--- config.mk ---
export PLATFORM = sky130hd
export DESIGN_NAME = gbi_instr_port
export DESIGN_NICKNAME = d
export VERILOG_FILES = /design/src/design/gbi_pkg.sv /design/src/design/gbi_stream_if.sv /design/src/design/gbi_fifo.sv /design/src/design/gbi_instr_port.sv /design/src/design/gbi_src_hs.sv
export SDC_FILE = /design/constraint.sdc
export NUM_CORES = 1
export LEC_CHECK = 0
export ABC_AREA = 1
export BUFFER_PORTS_ARGS = -buffer_cell sky130_fd_sc_hd__buf_2
export CAP_MARGIN = 20
export CORE_MARGIN = 2
export CORE_UTILIZATION = 40
export DETAILED_ROUTE_END_ITERATION = 8
export PLACE_DENSITY_LB_ADDON = 0.15
export SYNTH_ARGS = -nofsm -noshare
export SYNTH_HDL_FRONTEND = slang
export SYNTH_SLANG_ARGS = --single-unit
--- constraint.sdc ---
create_clock -name clk -period 1.87 [get_ports clk]
set_input_delay 0.0935 -clock clk [delete_from_list [all_inputs] [get_ports clk]]
set_output_delay 0.0935 -clock clk [all_outputs]
set_load 0.05 [all_outputs]
--- src/design/gbi_pkg.sv ---
// Purpose: Shared constants and types for the instrument bus port
// Assumes: 50 MHz clock, bus pins already synchronous to clk
// Notes: Bus wires are active low; asserted means the wire is pulled low

package gbi_pkg;

	// ****************************************
	// Timing
	// ****************************************
	localparam int CLK_NS = 20;
	// Settling time between data placed on the bus and valid asserted
	localparam int SETTLE_NS = 2000;
	localparam int SETTLE_CYC = (SETTLE_NS + CLK_NS - 1) / CLK_NS;
	localparam int SETTLE_W = $clog2(SETTLE_CYC + 1);
	typedef logic [SETTLE_W-1:0] gbi_settle_t;
	localparam gbi_settle_t SETTLE_LOAD = gbi_settle_t'(SETTLE_CYC - 1);

	// ****************************************
	// Sizes
	// ****************************************
	localparam int BYTE_W = 8;
	localparam int WORD_W = 9;
	localparam int FIFO_DEPTH = 4;

	// ****************************************
	// Bus commands, low seven bits of a byte sent under attention
	// ****************************************
	localparam logic [6:0] CMD_GTL = 7'h01;
	localparam logic [6:0] CMD_SDC = 7'h04;
	localparam logic [6:0] CMD_LLO = 7'h11;
	localparam logic [6:0] CMD_DCL = 7'h14;
	localparam logic [6:0] CMD_SPE = 7'h18;
	localparam logic [6:0] CMD_SPD = 7'h19;
	localparam logic [1:0] GRP_LISTEN = 2'h1;
	localparam logic [1:0] GRP_TALK = 2'h2;
	localparam logic [6:0] CMD_UNL = 7'h3f;
	localparam logic [6:0] CMD_UNT = 7'h5f;

	// ****************************************
	// Reset values and state encodings
	// ****************************************
	localparam logic RST_FLAG = 1'b0;

	typedef enum logic [1:0] {
		AH_IDLE = 2'h0,
		AH_RDY = 2'h1,
		AH_ACC = 2'h3
	} gbi_ah_e;

	typedef enum logic [1:0] {
		SH_IDLE = 2'h0,
		SH_SETTLE = 2'h1,
		SH_DAV = 2'h3,
		SH_REL = 2'h2
	} gbi_sh_e;

endpackage

--- src/design/gbi_stream_if.sv ---
// Purpose: Valid/ready word carrier between the port's own modules
// Assumes: A word moves on a clock edge with valid and ready both high
// Notes: Data must hold while valid waits for ready
`timescale 1ns/1ps
`default_nettype none

interface gbi_stream_if #(parameter int W = 9);
	logic valid;
	logic ready;
	logic [W-1:0] data;
	modport src(output valid, output data, input ready);
	modport snk(input valid, input data, output ready);
endinterface // gbi_stream_if

`default_nettype wire

--- src/design/gbi_fifo.sv ---
// Purpose: Small receive buffer between the bus acceptor and the user
// Assumes: Depth of at least two
// Notes: Full drops wr.ready, which stalls the acceptor handshake
`timescale 1ns/1ps
`default_nettype none

module gbi_fifo #(
	parameter int W = 9,
	parameter int DEPTH = 4
) (
	input wire logic clk,
	input wire logic srst,
	gbi_stream_if.snk wr,
	gbi_stream_if.src rd
);
	localparam int PW = $clog2(DEPTH);
	localparam int CW = $clog2(DEPTH + 1);
	localparam logic [PW-1:0] LAST = PW'(DEPTH - 1);
	localparam logic [CW-1:0] FULL = CW'(DEPTH);

	logic [W-1:0] mem [DEPTH];
	logic [PW-1:0] wp_reg, wp_next, rp_reg, rp_next;
	logic [CW-1:0] cnt_reg, cnt_next;
	logic push, pop;

	assign wr.ready = (cnt_reg != FULL);
	assign rd.valid = (cnt_reg != '0);
	assign rd.data = mem[rp_reg];
	assign push = wr.valid & wr.ready;
	assign pop = rd.valid & rd.ready;

	always_comb begin
		wp_next = wp_reg;
		rp_next = rp_reg;
		cnt_next = cnt_reg;
		if (push) begin
			wp_next = (wp_reg == LAST) ? '0 : wp_reg + 1'b1;
		end
		if (pop) begin
			rp_next = (rp_reg == LAST) ? '0 : rp_reg + 1'b1;
		end
		if (push && !pop) begin
			cnt_next = cnt_reg + 1'b1;
		end else if (pop && !push) begin
			cnt_next = cnt_reg - 1'b1;
		end
	end

	always_ff @(posedge clk) begin
		if (srst) begin
			wp_reg <= '0;
			rp_reg <= '0;
			cnt_reg <= '0;
		end else begin
			wp_reg <= wp_next;
			rp_reg <= rp_next;
			cnt_reg <= cnt_next;
		end
	end

	// Storage needs no reset; count guards every read
	always_ff @(posedge clk) begin
		if (push) begin
			mem[wp_reg] <= wr.data;
		end
	end

endmodule // gbi_fifo

`default_nettype wire

--- src/design/gbi_instr_port.sv ---
// Purpose: Instrument side of the parallel instrument bus and serial input
// Assumes: All pins synchronous to clk; wire level low means asserted
// Notes: Open-drain pins use out, oe_n pairs; oe_n low pulls the wire low
`timescale 1ns/1ps
`default_nettype none

module gbi_instr_port #(
	parameter int KEY_W = 8,
	parameter int STAT_W = 4
) (
	input wire logic clk,
	input wire logic srst,
	input wire logic [4:0] my_addr,
	input wire logic [7:0] dio_in,
	output logic [7:0] dio_out,
	output logic [7:0] dio_oe_n,
	input wire logic dav_in,
	output logic dav_out,
	output logic dav_oe_n,
	input wire logic nrfd_in,
	output logic nrfd_out,
	output logic nrfd_oe_n,
	input wire logic ndac_in,
	output logic ndac_out,
	output logic ndac_oe_n,
	input wire logic eoi_in,
	output logic eoi_out,
	output logic eoi_oe_n,
	input wire logic atn_n,
	input wire logic ifc_n,
	input wire logic ren_n,
	input wire logic port_sel,
	input wire logic rs_valid,
	input wire logic [7:0] rs_data,
	input wire logic rs_end,
	output logic rs_ready,
	output logic rx_valid,
	output logic [7:0] rx_data,
	output logic rx_end,
	input wire logic rx_ready,
	input wire logic tx_valid,
	input wire logic [7:0] tx_data,
	input wire logic tx_end,
	output logic tx_ready,
	input wire logic [7:0] status_byte,
	input wire logic [KEY_W-1:0] key_in,
	input wire logic local_key,
	output logic [KEY_W-1:0] key_out,
	input wire logic [STAT_W-1:0] stat_in,
	output logic [STAT_W-1:0] stat_out,
	output logic remote,
	output logic talk_addr,
	output logic listen_addr,
	output logic spoll_active,
	output logic dev_clear
);

	// ****************************************
	// Wire levels to asserted levels
	// ****************************************
	logic atn, ifc, ren, dav_a;
	logic [7:0] bus_byte;
	logic [6:0] cmd;

	assign atn = ~atn_n;
	assign ifc = ~ifc_n;
	assign ren = ~ren_n;
	assign dav_a = ~dav_in;
	assign bus_byte = ~dio_in;
	assign cmd = bus_byte[6:0];

	// ****************************************
	// Addressed state
	// ****************************************
	logic talk_reg, talk_next;
	logic lstn_reg, lstn_next;
	logic spe_reg, spe_next;
	logic stb_reg, stb_next;
	logic rem_reg, rem_next;
	logic llo_reg, llo_next;
	logic clr_reg, clr_next;
	logic [KEY_W-1:0] key_reg, key_next;
	logic [STAT_W-1:0] stat_reg, stat_next;

	// ****************************************
	// Acceptor handshake
	// ****************************************
	gbi_pkg::gbi_ah_e ah_reg, ah_next;
	logic ah_active, ah_ok, take, cmd_take, data_take;
	gbi_stream_if #(.W(gbi_pkg::WORD_W)) rx_in ();
	gbi_stream_if #(.W(gbi_pkg::WORD_W)) rx_out ();

	// Commands are heard by everyone under attention; data only when listening
	assign ah_active = atn | lstn_reg;
	// Ready is withdrawn without buffer room, so a slow user stalls the talker
	assign ah_ok = atn | (rx_in.ready & ~port_sel);
	assign take = (ah_reg == gbi_pkg::AH_RDY) & ah_ok & dav_a;
	assign cmd_take = take & atn;
	assign data_take = take & ~atn & lstn_reg;

	always_comb begin
		ah_next = ah_reg;
		case (ah_reg)
			gbi_pkg::AH_IDLE: begin
				if (ah_ok) begin
					ah_next = gbi_pkg::AH_RDY;
				end
			end
			gbi_pkg::AH_RDY: begin
				if (dav_a) begin
					ah_next = gbi_pkg::AH_ACC;
				end
			end
			gbi_pkg::AH_ACC: begin
				if (!dav_a) begin
					ah_next = gbi_pkg::AH_IDLE;
				end
			end
			default: ah_next = gbi_pkg::AH_IDLE;
		endcase
		if (!ah_active || ifc || (ah_reg == gbi_pkg::AH_RDY && !ah_ok)) begin
			ah_next = gbi_pkg::AH_IDLE;
		end
	end

	// ****************************************
	// Command decode
	// ****************************************
	logic is_mla, is_mta, is_ota;

	assign is_mla = (cmd == {gbi_pkg::GRP_LISTEN, my_addr});
	assign is_mta = (cmd == {gbi_pkg::GRP_TALK, my_addr});
	assign is_ota = (cmd[6:5] == gbi_pkg::GRP_TALK) & ~is_mta & (cmd != gbi_pkg::CMD_UNT);

	// ****************************************
	// Talker, listener, remote and clear state
	// ****************************************
	logic stb_sent;

	always_comb begin
		talk_next = talk_reg;
		lstn_next = lstn_reg;
		spe_next = spe_reg;
		stb_next = stb_reg;
		rem_next = rem_reg;
		llo_next = llo_reg;
		clr_next = 1'b0;
		if (cmd_take) begin
			if (is_mta) begin
				talk_next = 1'b1;
				lstn_next = 1'b0;
				stb_next = spe_reg;
			end
			if (is_mla) begin
				lstn_next = 1'b1;
				talk_next = 1'b0;
				rem_next = ren;
			end
			if (is_ota || cmd == gbi_pkg::CMD_UNT) begin
				talk_next = 1'b0;
			end
			if (cmd == gbi_pkg::CMD_UNL) begin
				lstn_next = 1'b0;
			end
			if (cmd == gbi_pkg::CMD_SPE) begin
				spe_next = 1'b1;
				stb_next = 1'b1;
			end
			if (cmd == gbi_pkg::CMD_SPD) begin
				spe_next = 1'b0;
				stb_next = 1'b0;
			end
			// Selected clear only counts when addressed to listen
			if (cmd == gbi_pkg::CMD_DCL || (cmd == gbi_pkg::CMD_SDC && lstn_reg)) begin
				clr_next = 1'b1;
			end
			if (cmd == gbi_pkg::CMD_GTL && lstn_reg) begin
				rem_next = 1'b0;
			end
			if (cmd == gbi_pkg::CMD_LLO && ren) begin
				llo_next = 1'b1;
			end
		end
		if (stb_sent) begin
			stb_next = 1'b0;
		end
		// Lockout blocks the local key, so remote can be forced to stay
		if (local_key && rem_reg && !llo_reg) begin
			rem_next = 1'b0;
		end
		if (!ren) begin
			rem_next = 1'b0;
			llo_next = 1'b0;
		end
		if (ifc) begin
			talk_next = 1'b0;
			lstn_next = 1'b0;
			spe_next = 1'b0;
			stb_next = 1'b0;
		end
		key_next = rem_reg ? '0 : key_in;
		stat_next = stat_in;
	end

	always_ff @(posedge clk) begin
		if (srst) begin
			ah_reg <= gbi_pkg::AH_IDLE;
			talk_reg <= gbi_pkg::RST_FLAG;
			lstn_reg <= gbi_pkg::RST_FLAG;
			spe_reg <= gbi_pkg::RST_FLAG;
			stb_reg <= gbi_pkg::RST_FLAG;
			rem_reg <= gbi_pkg::RST_FLAG;
			llo_reg <= gbi_pkg::RST_FLAG;
			clr_reg <= gbi_pkg::RST_FLAG;
			key_reg <= '0;
			stat_reg <= '0;
		end else begin
			ah_reg <= ah_next;
			talk_reg <= talk_next;
			lstn_reg <= lstn_next;
			spe_reg <= spe_next;
			stb_reg <= stb_next;
			rem_reg <= rem_next;
			llo_reg <= llo_next;
			clr_reg <= clr_next;
			key_reg <= key_next;
			stat_reg <= stat_next;
		end
	end

	// ****************************************
	// Receive path: bus bytes or serial bytes into the buffer
	// ****************************************
	always_comb begin
		if (port_sel) begin
			rx_in.valid = rs_valid;
			rx_in.data = {rs_end, rs_data};
		end else begin
			rx_in.valid = data_take;
			rx_in.data = {~eoi_in, bus_byte};
		end
	end
	assign rs_ready = port_sel & rx_in.ready;

	gbi_fifo #(
		.W(gbi_pkg::WORD_W),
		.DEPTH(gbi_pkg::FIFO_DEPTH)
	) u_rx_fifo (
		.clk(clk),
		.srst(srst),
		.wr(rx_in),
		.rd(rx_out)
	);

	assign rx_valid = rx_out.valid;
	assign rx_data = rx_out.data[7:0];
	assign rx_end = rx_out.data[8];
	assign rx_out.ready = rx_ready;

	// ****************************************
	// Transmit path: user bytes or the poll status byte
	// ****************************************
	gbi_stream_if #(.W(gbi_pkg::WORD_W)) tx_if ();
	logic talk_act, sh_dav, sh_drive;
	logic [8:0] sh_word;

	// Sourcing stops as soon as the controller takes attention back
	assign talk_act = talk_reg & ~atn;

	always_comb begin
		if (spe_reg) begin
			// Poll answer is one byte with end set; service request bit is never set
			tx_if.valid = talk_act & stb_reg;
			tx_if.data = {1'b1, status_byte[7], 1'b0, status_byte[5:0]};
		end else begin
			tx_if.valid = talk_act & tx_valid;
			tx_if.data = {tx_end, tx_data};
		end
	end
	assign stb_sent = tx_if.ready & spe_reg;
	assign tx_ready = tx_if.ready & ~spe_reg;

	gbi_src_hs u_src (
		.clk(clk),
		.srst(srst),
		.clear(ifc | ~talk_act),
		.tx(tx_if),
		.nrfd_n(nrfd_in),
		.ndac_n(ndac_in),
		.dav(sh_dav),
		.drive(sh_drive),
		.word(sh_word)
	);

	// ****************************************
	// Pin drive
	// ****************************************
	assign dio_out = '0;
	assign dio_oe_n = ~({8{sh_drive}} & sh_word[7:0]);
	assign eoi_out = 1'b0;
	assign eoi_oe_n = ~(sh_drive & sh_word[8]);
	assign dav_out = 1'b0;
	assign dav_oe_n = ~sh_dav;
	assign nrfd_out = 1'b0;
	assign nrfd_oe_n = ~(ah_active & ~((ah_reg == gbi_pkg::AH_RDY) & ah_ok));
	assign ndac_out = 1'b0;
	assign ndac_oe_n = ~(ah_active & (ah_reg != gbi_pkg::AH_ACC));

	// ****************************************
	// User outputs
	// ****************************************
	assign key_out = key_reg;
	assign stat_out = stat_reg;
	assign remote = rem_reg;
	assign talk_addr = talk_reg;
	assign listen_addr = lstn_reg;
	assign spoll_active = spe_reg;
	assign dev_clear = clr_reg;

endmodule // gbi_instr_port

`default_nettype wire

--- src/design/gbi_src_hs.sv ---
// Purpose: Source handshake for bytes sent by the addressed talker
// Assumes: Acceptors pull ready-for-data and data-accepted low as usual
// Notes: Word bit 8 is the end flag, bits 7:0 the data byte
`timescale 1ns/1ps
`default_nettype none

module gbi_src_hs (
	input wire logic clk,
	input wire logic srst,
	input wire logic clear,
	gbi_stream_if.snk tx,
	input wire logic nrfd_n,
	input wire logic ndac_n,
	output logic dav,
	output logic drive,
	output logic [8:0] word
);
	gbi_pkg::gbi_sh_e st_reg, st_next;
	gbi_pkg::gbi_settle_t cnt_reg, cnt_next;
	logic [8:0] word_reg, word_next;

	always_comb begin
		st_next = st_reg;
		cnt_next = cnt_reg;
		word_next = word_reg;
		case (st_reg)
			gbi_pkg::SH_IDLE: begin
				if (tx.valid) begin
					word_next = tx.data;
					cnt_next = gbi_pkg::SETTLE_LOAD;
					st_next = gbi_pkg::SH_SETTLE;
				end
			end
			gbi_pkg::SH_SETTLE: begin
				// Valid waits for settling and for every acceptor ready
				if (cnt_reg != '0) begin
					cnt_next = cnt_reg - 1'b1;
				end else if (nrfd_n) begin
					st_next = gbi_pkg::SH_DAV;
				end
			end
			gbi_pkg::SH_DAV: begin
				if (ndac_n) begin
					st_next = gbi_pkg::SH_REL;
				end
			end
			gbi_pkg::SH_REL: st_next = gbi_pkg::SH_IDLE;
			default: st_next = gbi_pkg::SH_IDLE;
		endcase
		if (clear) begin
			st_next = gbi_pkg::SH_IDLE;
		end
	end

	always_ff @(posedge clk) begin
		if (srst) begin
			st_reg <= gbi_pkg::SH_IDLE;
			cnt_reg <= '0;
			word_reg <= '0;
		end else begin
			st_reg <= st_next;
			cnt_reg <= cnt_next;
			word_reg <= word_next;
		end
	end

	// The word is consumed only once all acceptors have taken it
	assign tx.ready = (st_reg == gbi_pkg::SH_DAV) & ndac_n & ~clear;
	assign dav = (st_reg == gbi_pkg::SH_DAV);
	assign drive = (st_reg != gbi_pkg::SH_IDLE);
	assign word = word_reg;

endmodule // gbi_src_hs

`default_nettype wire

Word level (Yosys, flattened, before mapping)

Memories as Yosys holds them, arrays and structs flattened. A register that Yosys moved wholly into a read port is not among the register bits.
Index checks and enable logic that the tools add are counted.

Memories kept: 1
Register bits after elaboration: 46
Memory bits (writable): 36
Input port bits: 65

Memories:

| name          | words | width | rd ports | clocked after memory_dff | write ports | line           | RTL |
|---|---|---|---|---|---|---|---|
| u_rx_fifo.mem | 4     | 9     | 1        | 1                        | 1           | gbi_fifo.sv:21 | `logic [W-1:0] mem [DEPTH];` |

Multiplexer cells: 38
Reductions and logical operators: 47
$add $sub $neg: 5
Bitwise operators: 43
Equal/unequal tests: 29

Operators by type and width:

| kind                                                             | number |
|---|---|
| 7-bit by 5-bit == test with 1-bit output (second input constant) | 4 |
| 2-bit 2-to-1 mux                                                 | 11 |
| 1-bit AND                                                        | 21 |
| 1-bit 2-to-1 mux                                                 | 18 |
| 9-bit 2-to-1 mux                                                 | 2 |
| 2-bit != test (second input constant)                            | 8 |
| 1-bit NOT                                                        | 16 |
| 8-bit NOT                                                        | 2 |
| 7-bit 2-to-1 mux                                                 | 2 |
| 7-bit one-hot mux with 2 select lines                            | 1 |
| 2-bit AND reduction                                              | 7 |
| 2-bit == test (second input constant)                            | 6 |
| 3-bit nonzero test                                               | 4 |
| 2-bit OR reduction                                               | 6 |
| 2-bit nonzero test                                               | 5 |
| 8-bit AND                                                        | 1 |
| 1-bit logical AND                                                | 8 |
| 2-bit one-hot mux with 4 select lines                            | 1 |
| 7-bit by 1-bit == test with 1-bit output (second input constant) | 1 |
| 7-bit by 3-bit == test with 1-bit output (second input constant) | 1 |
| 7-bit by 6-bit == test with 1-bit output                         | 1 |
| 7-bit by 6-bit == test with 1-bit output (second input constant) | 1 |
| 7-bit == test                                                    | 1 |
| 7-bit == test (second input constant)                            | 1 |
| other kinds (18)                                                 | 33 |

Depth between registers and ports, before layout

Depth after elaboration: 13
Depth in mapped cells: 13
Depth with buffers taken out: 13

Hierarchy

From an unflattened synthesis, not the netlist that was laid out.

Cells, all modules: 501
Area, all modules: 4117.7 µm²

Modules (own cells, without submodules):

| module         | instances | seq. area each (µm²) | cells each | area each (µm²) |
|---|---|---|---|---|
| gbi_fifo       | 1         | 1261.2               | 155        | 1876.8 |
| gbi_instr_port | 1         | 420.4                | 233        | 1390.1 |
| gbi_src_hs     | 1         | 360.3                | 113        | 850.8 |

Worst setup path after synthesis

OpenSTA, ideal clock, no wires.

Path type: reg2reg
From: register u_rx_fifo.cnt_reg[0]
To: register u_rx_fifo.cnt_reg[2]
Arrival time: 2.702 ns
Setup slack: -0.955 ns
Required time: 1.748 ns
Cell stages (with the launch flop): 12
Cells stage by stage: dfxtp_1 nor2_1 a21oi_1 nand2_1 nand2_1 ha_1 inv_1 fa_1 a21oi_1 o21ai_0 o21ai_0 a21oi_1

Word-level cells in the longest chain between the ends: 12
Elaborated cells on any way between the ends: 20
Classes of those cells: add/sub (2); eq/ne (1); mux (3); bitwise (8); reduce/logical (6)

RTL lines:

| item                                | line                  | RTL |
|---|---|---|
| start, declared                     | gbi_fifo.sv:23        | `logic [CW-1:0] cnt_reg, cnt_next;` |
| start signal, assigned              | gbi_fifo.sv:57        | `cnt_reg <= cnt_next;` |
| 3-bit != test (*)                   | gbi_fifo.sv:26        | `assign wr.ready = (cnt_reg != FULL);` |
| 1-bit AND                           | gbi_instr_port.sv:96  | `assign ah_ok = atn \| (rx_in.ready & ~port_sel);` |
| 1-bit OR                            | gbi_instr_port.sv:96  |  |
| 1-bit AND (2 in series)             | gbi_instr_port.sv:97  | `assign take = (ah_reg == gbi_pkg::AH_RDY) & ah_ok & dav_a;` |
| 1-bit AND (2 in series)             | gbi_instr_port.sv:99  | `assign data_take = take & ~atn & lstn_reg;` |
| 1-bit 2-to-1 mux                    | gbi_instr_port.sv:235 | `if (port_sel) begin` |
| 1-bit AND (*)                       | gbi_fifo.sv:29        | `assign push = wr.valid & wr.ready;` |
| named net u_rx_fifo.push            | gbi_fifo.sv:24        | `logic push, pop;` |
| 1-bit zero test                     | gbi_fifo.sv:44        | `end else if (pop && !push) begin` |
| 1-bit logical AND                   | gbi_fifo.sv:44        |  |
| 2-bit nonzero test (no source line) | --                    |  |

The timed path passes the listed nets; every way through them passes the cells marked *. The select of a mux whose other input is x is not followed.
A chain may end at the register's enable or synchronous reset.

Worst setup path after layout

Same ends and word-level chain as after synthesis.

==> impl_metrics.tcl <==
set metrics [dict create \
    synthArstFlopShare_pct 0 \
    hold_slack_ns 0.0173 \
    combPwrFrac_pct 33.3 \
    place_inst 721 \
    peakVddDrop_v 0.000432 \
    yosys_warnings 0 \
    yosys_most_used_dff "dfxtp_1" \
    tritoncts "built" \
    period_share_pct 99.0 \
    clk_latency_ns 0.35 \
    synth-edff-count 36 \
    rsz0062_at_grt "true" \
    p_switching_mw 1.86 \
    cp.required_ns 2.11 \
    die_y_um 103 \
    antenna_cells 0 \
    cts_max_level 3 \
    drtIter0Drc 102 \
    nNetsFinal 709 \
    avgSynthCellArea_um2 8.25 \
    switching_share_pct 36.9 \
    grt_max_degree 19 \
    tightest_slew_ns 0.503 \
    synthesis.area_um2 3910 \
    setup_viol 0 \
    layout.cells.non_filler 773 \
    synth_cell_types 36 \
    crit_family "adder cells" \
    cp.arrival_ns 2.09 \
    drc 0 \
    synth_seq_cells 84 \
    die-area_um2 10600 \
    internal-power_mw 3.18 \
    max_slew_margin_pct 66.1 \
    maxCapViolCount 0 \
    place.gp.congestion 0.792 \
    io_buffer_count 104 \
    largest_reg_flops 36 \
    routedWlPerCell_um 12.6 \
    cp_slowest_cell "dfxtp_4" \
    start_util_pct 40.6 \
    outcome "finished clean" \
    fmax_mhz 540 \
    clkPwrFrac_pct 24.8 \
    drt_first_pass_iters 4 \
    num-fill-cells 948 \
    ios 118 \
    antenna_found_initial 0 \
    grt-ovfl-total 0 \
    critical_path_class "flip-flop to flip-flop" \
    core_um2 9640 \
    cellPowerDensity_nw_per_um2 947 \
    viasPerCell 4.62 \
    grt_pass1_wl_um 14700 \
    grt_pass1_vias 3282 \
    skew_ns 0.00788 \
    die_w_um 103 \
    cpPeakStageDelay_ns 0.36 \
    grt_usage_pct 17.9 \
    syn_to_final_growth_pct 36.0 \
    cts_sinks 84 \
    routed_wl_um 9720 \
    finalHoldViolations 0 \
    hold_class "input pin to flip-flop" \
    power.total_mw 5.03 \
    slew_violations 0 \
    crit_buf_inv 1 \
    crit_chain "nor2_4 > nand2_1 > nand2_2 > nor2_1 > nand4_1 > nand2_1 > ha_1 > inv_2 > fa_2 > a21oi_1 > o21ai_1 > o21ai_1 > a21oi_1" \
    fin_crit_ns 1.85 \
    num_rows 36 \
    seqPwrFrac_pct 42.0 \
    vias 3570 \
    crit_fanout 3 \
    dpl.hpwl_um 6790 \
    syn_inst 474 \
    drive_gt1_share_pct 27.3 \
    critPathLaunchType "flip-flop" \
    cts-buffers-inserted 9 \
    clockBufferDepth 2 \
    cts_root_buffer "clkbuf_8" \
    yosysSeqAreaShare_pct 52.2 \
    cts.clk_slew.worst_paths_ns 0.08 \
    endpoint_kind "flip-flop" \
    ant_nets 0 \
    p_leak_nw 2.41 \
]
[synth_stat cells, drive strengths merged (2+ instances only)]
cell type / number / area [µm²]
xnor2: 2 / 17.5
inv: 59 / 221
ha: 8 / 100
xor2: 3 / 26.3
o22ai: 10 / 62.6
nor2: 71 / 267
a21oi: 19 / 95.1
nor3: 5 / 25.0
nand3b: 2 / 15.0
edfxtp: 36 / 1080
clkinv: 2 / 8.75
nand3: 17 / 90.1
nor4: 3 / 18.8
nand4: 4 / 25.0
or2: 2 / 12.5
dfxtp: 48 / 961
a21boi: 4 / 30.0
a31oi: 7 / 43.8
buf: 16 / 116
o21ai: 50 / 258
nand2: 94 / 355
clkbuf: 6 / 22.5
[cells by family (layout without fill, tap and decap cells)]
group | count (synthesis) | count (layout) | share of synthesized area (%)
AND/OR/NAND/NOR | 199 | 199 | 20.9
AO/OA/AOI/OAI | 93 | 93 | 13.2
flip-flops | 84 | 84 | 52.2
buffers and inverters | 83 | 238 | 9.44
adder cells (fa/ha/maj) | 9 | 9 | 3.07
XOR/XNOR | 5 | 5 | 1.12
other | 1 | 12 | 0.0959
[worst min-delay path: cells and delay by family]
| kind | cells | cell delay (ns) |
|---|---|---|
| AO/OA/AOI/OAI | 1 | 0.06 |
| buffers and inverters | 1 | 0.09 |
| AND/OR/NAND/NOR | 1 | 0.07 |
[power by group through the flow]
stage / sequential, mW / clock, mW / combinational (mW)
final: 2.11 / 1.25 / 1.67
after global placement: 2.15 / 0 / 1.56
after global routing: 2.13 / 1.35 / 1.82
after floorplan: 2.20 / 0 / 1.09
after CTS: 2.11 / 1.28 / 1.64
after detailed placement: 2.16 / 0 / 1.59
[path summary, 6_finish.rpt]
kind,slack [ns],startpoint,end,cells past startpoint
max,0.02,u_rx_fifo.cnt_reg[0],u_rx_fifo.cnt_reg[2],13
min,0.02,tx_data[6],u_src.word[6],3
max reg2reg,0.02,u_rx_fifo.cnt_reg[0],u_rx_fifo.cnt_reg[2],13
min reg2reg,0.46,u_src.cnt_reg[0],u_src.cnt_reg[0],2
[cell type report]
class                   instances  area [µm²]  share of cell area [%]
well taps                     133         166                    3.13
inverters                      61         239                    4.50
clock buffers                  11         131                    2.47
clock inverters                 5        53.8                    1.01
multi-input cells             318        1640                    30.9
repair buffers                161        1040                    19.5
flip-flops and latches         84        2050                    38.5
[repair_timing]
action / CTS / global route
pin swaps: 6 / 2
hold endpoints to repair: 20 / 0
buffers inserted: 4 / 1
setup endpoints to repair: 1 / 48
hold buffers: 27 / 0
resized for setup: 4 / 38
gates cloned: 0 / 4
[per-layer routing]
layer	global-route usage, %	wire [µm]	vias up
met4	5.16	82	0
met2	33.2	5140	64
met3	4.41	386	8
li1	-	-	1848
met1	20.5	4110	1650
met5	0	0	-
[through the flow]
stage               setup TNS (ns)  util (%)  area [µm²]  setup WS (ns)
finish                           0      55.2        5320         0.0189
global route                -0.222      55.2        5320         -0.147
CTS                              0      53.7        5180         0.0119
detailed placement         -0.0835      48.6        4690        -0.0835
global placement           -0.0403      48.6        4690        -0.0403
floorplan                    -8.29         -        3980         -0.223
[cells in the final DEF (no fill, tap or decap), drive strengths merged, types with 3 or more instances in the layout]
master / n
o21ai: 50
a31oi: 7
a21boi: 4
inv: 60
conb: 12
xor2: 3
clkbuf: 11
dfxtp: 48
nor2: 71
nand4: 4
o22ai: 10
clkinv: 3
dlygate4sd3: 27
nand2: 94
a21oi: 19
edfxtp: 36
nor4: 3
ha: 8
buf: 134
nor3: 5
nand3: 17
Power figures use the tool's default switching activity.
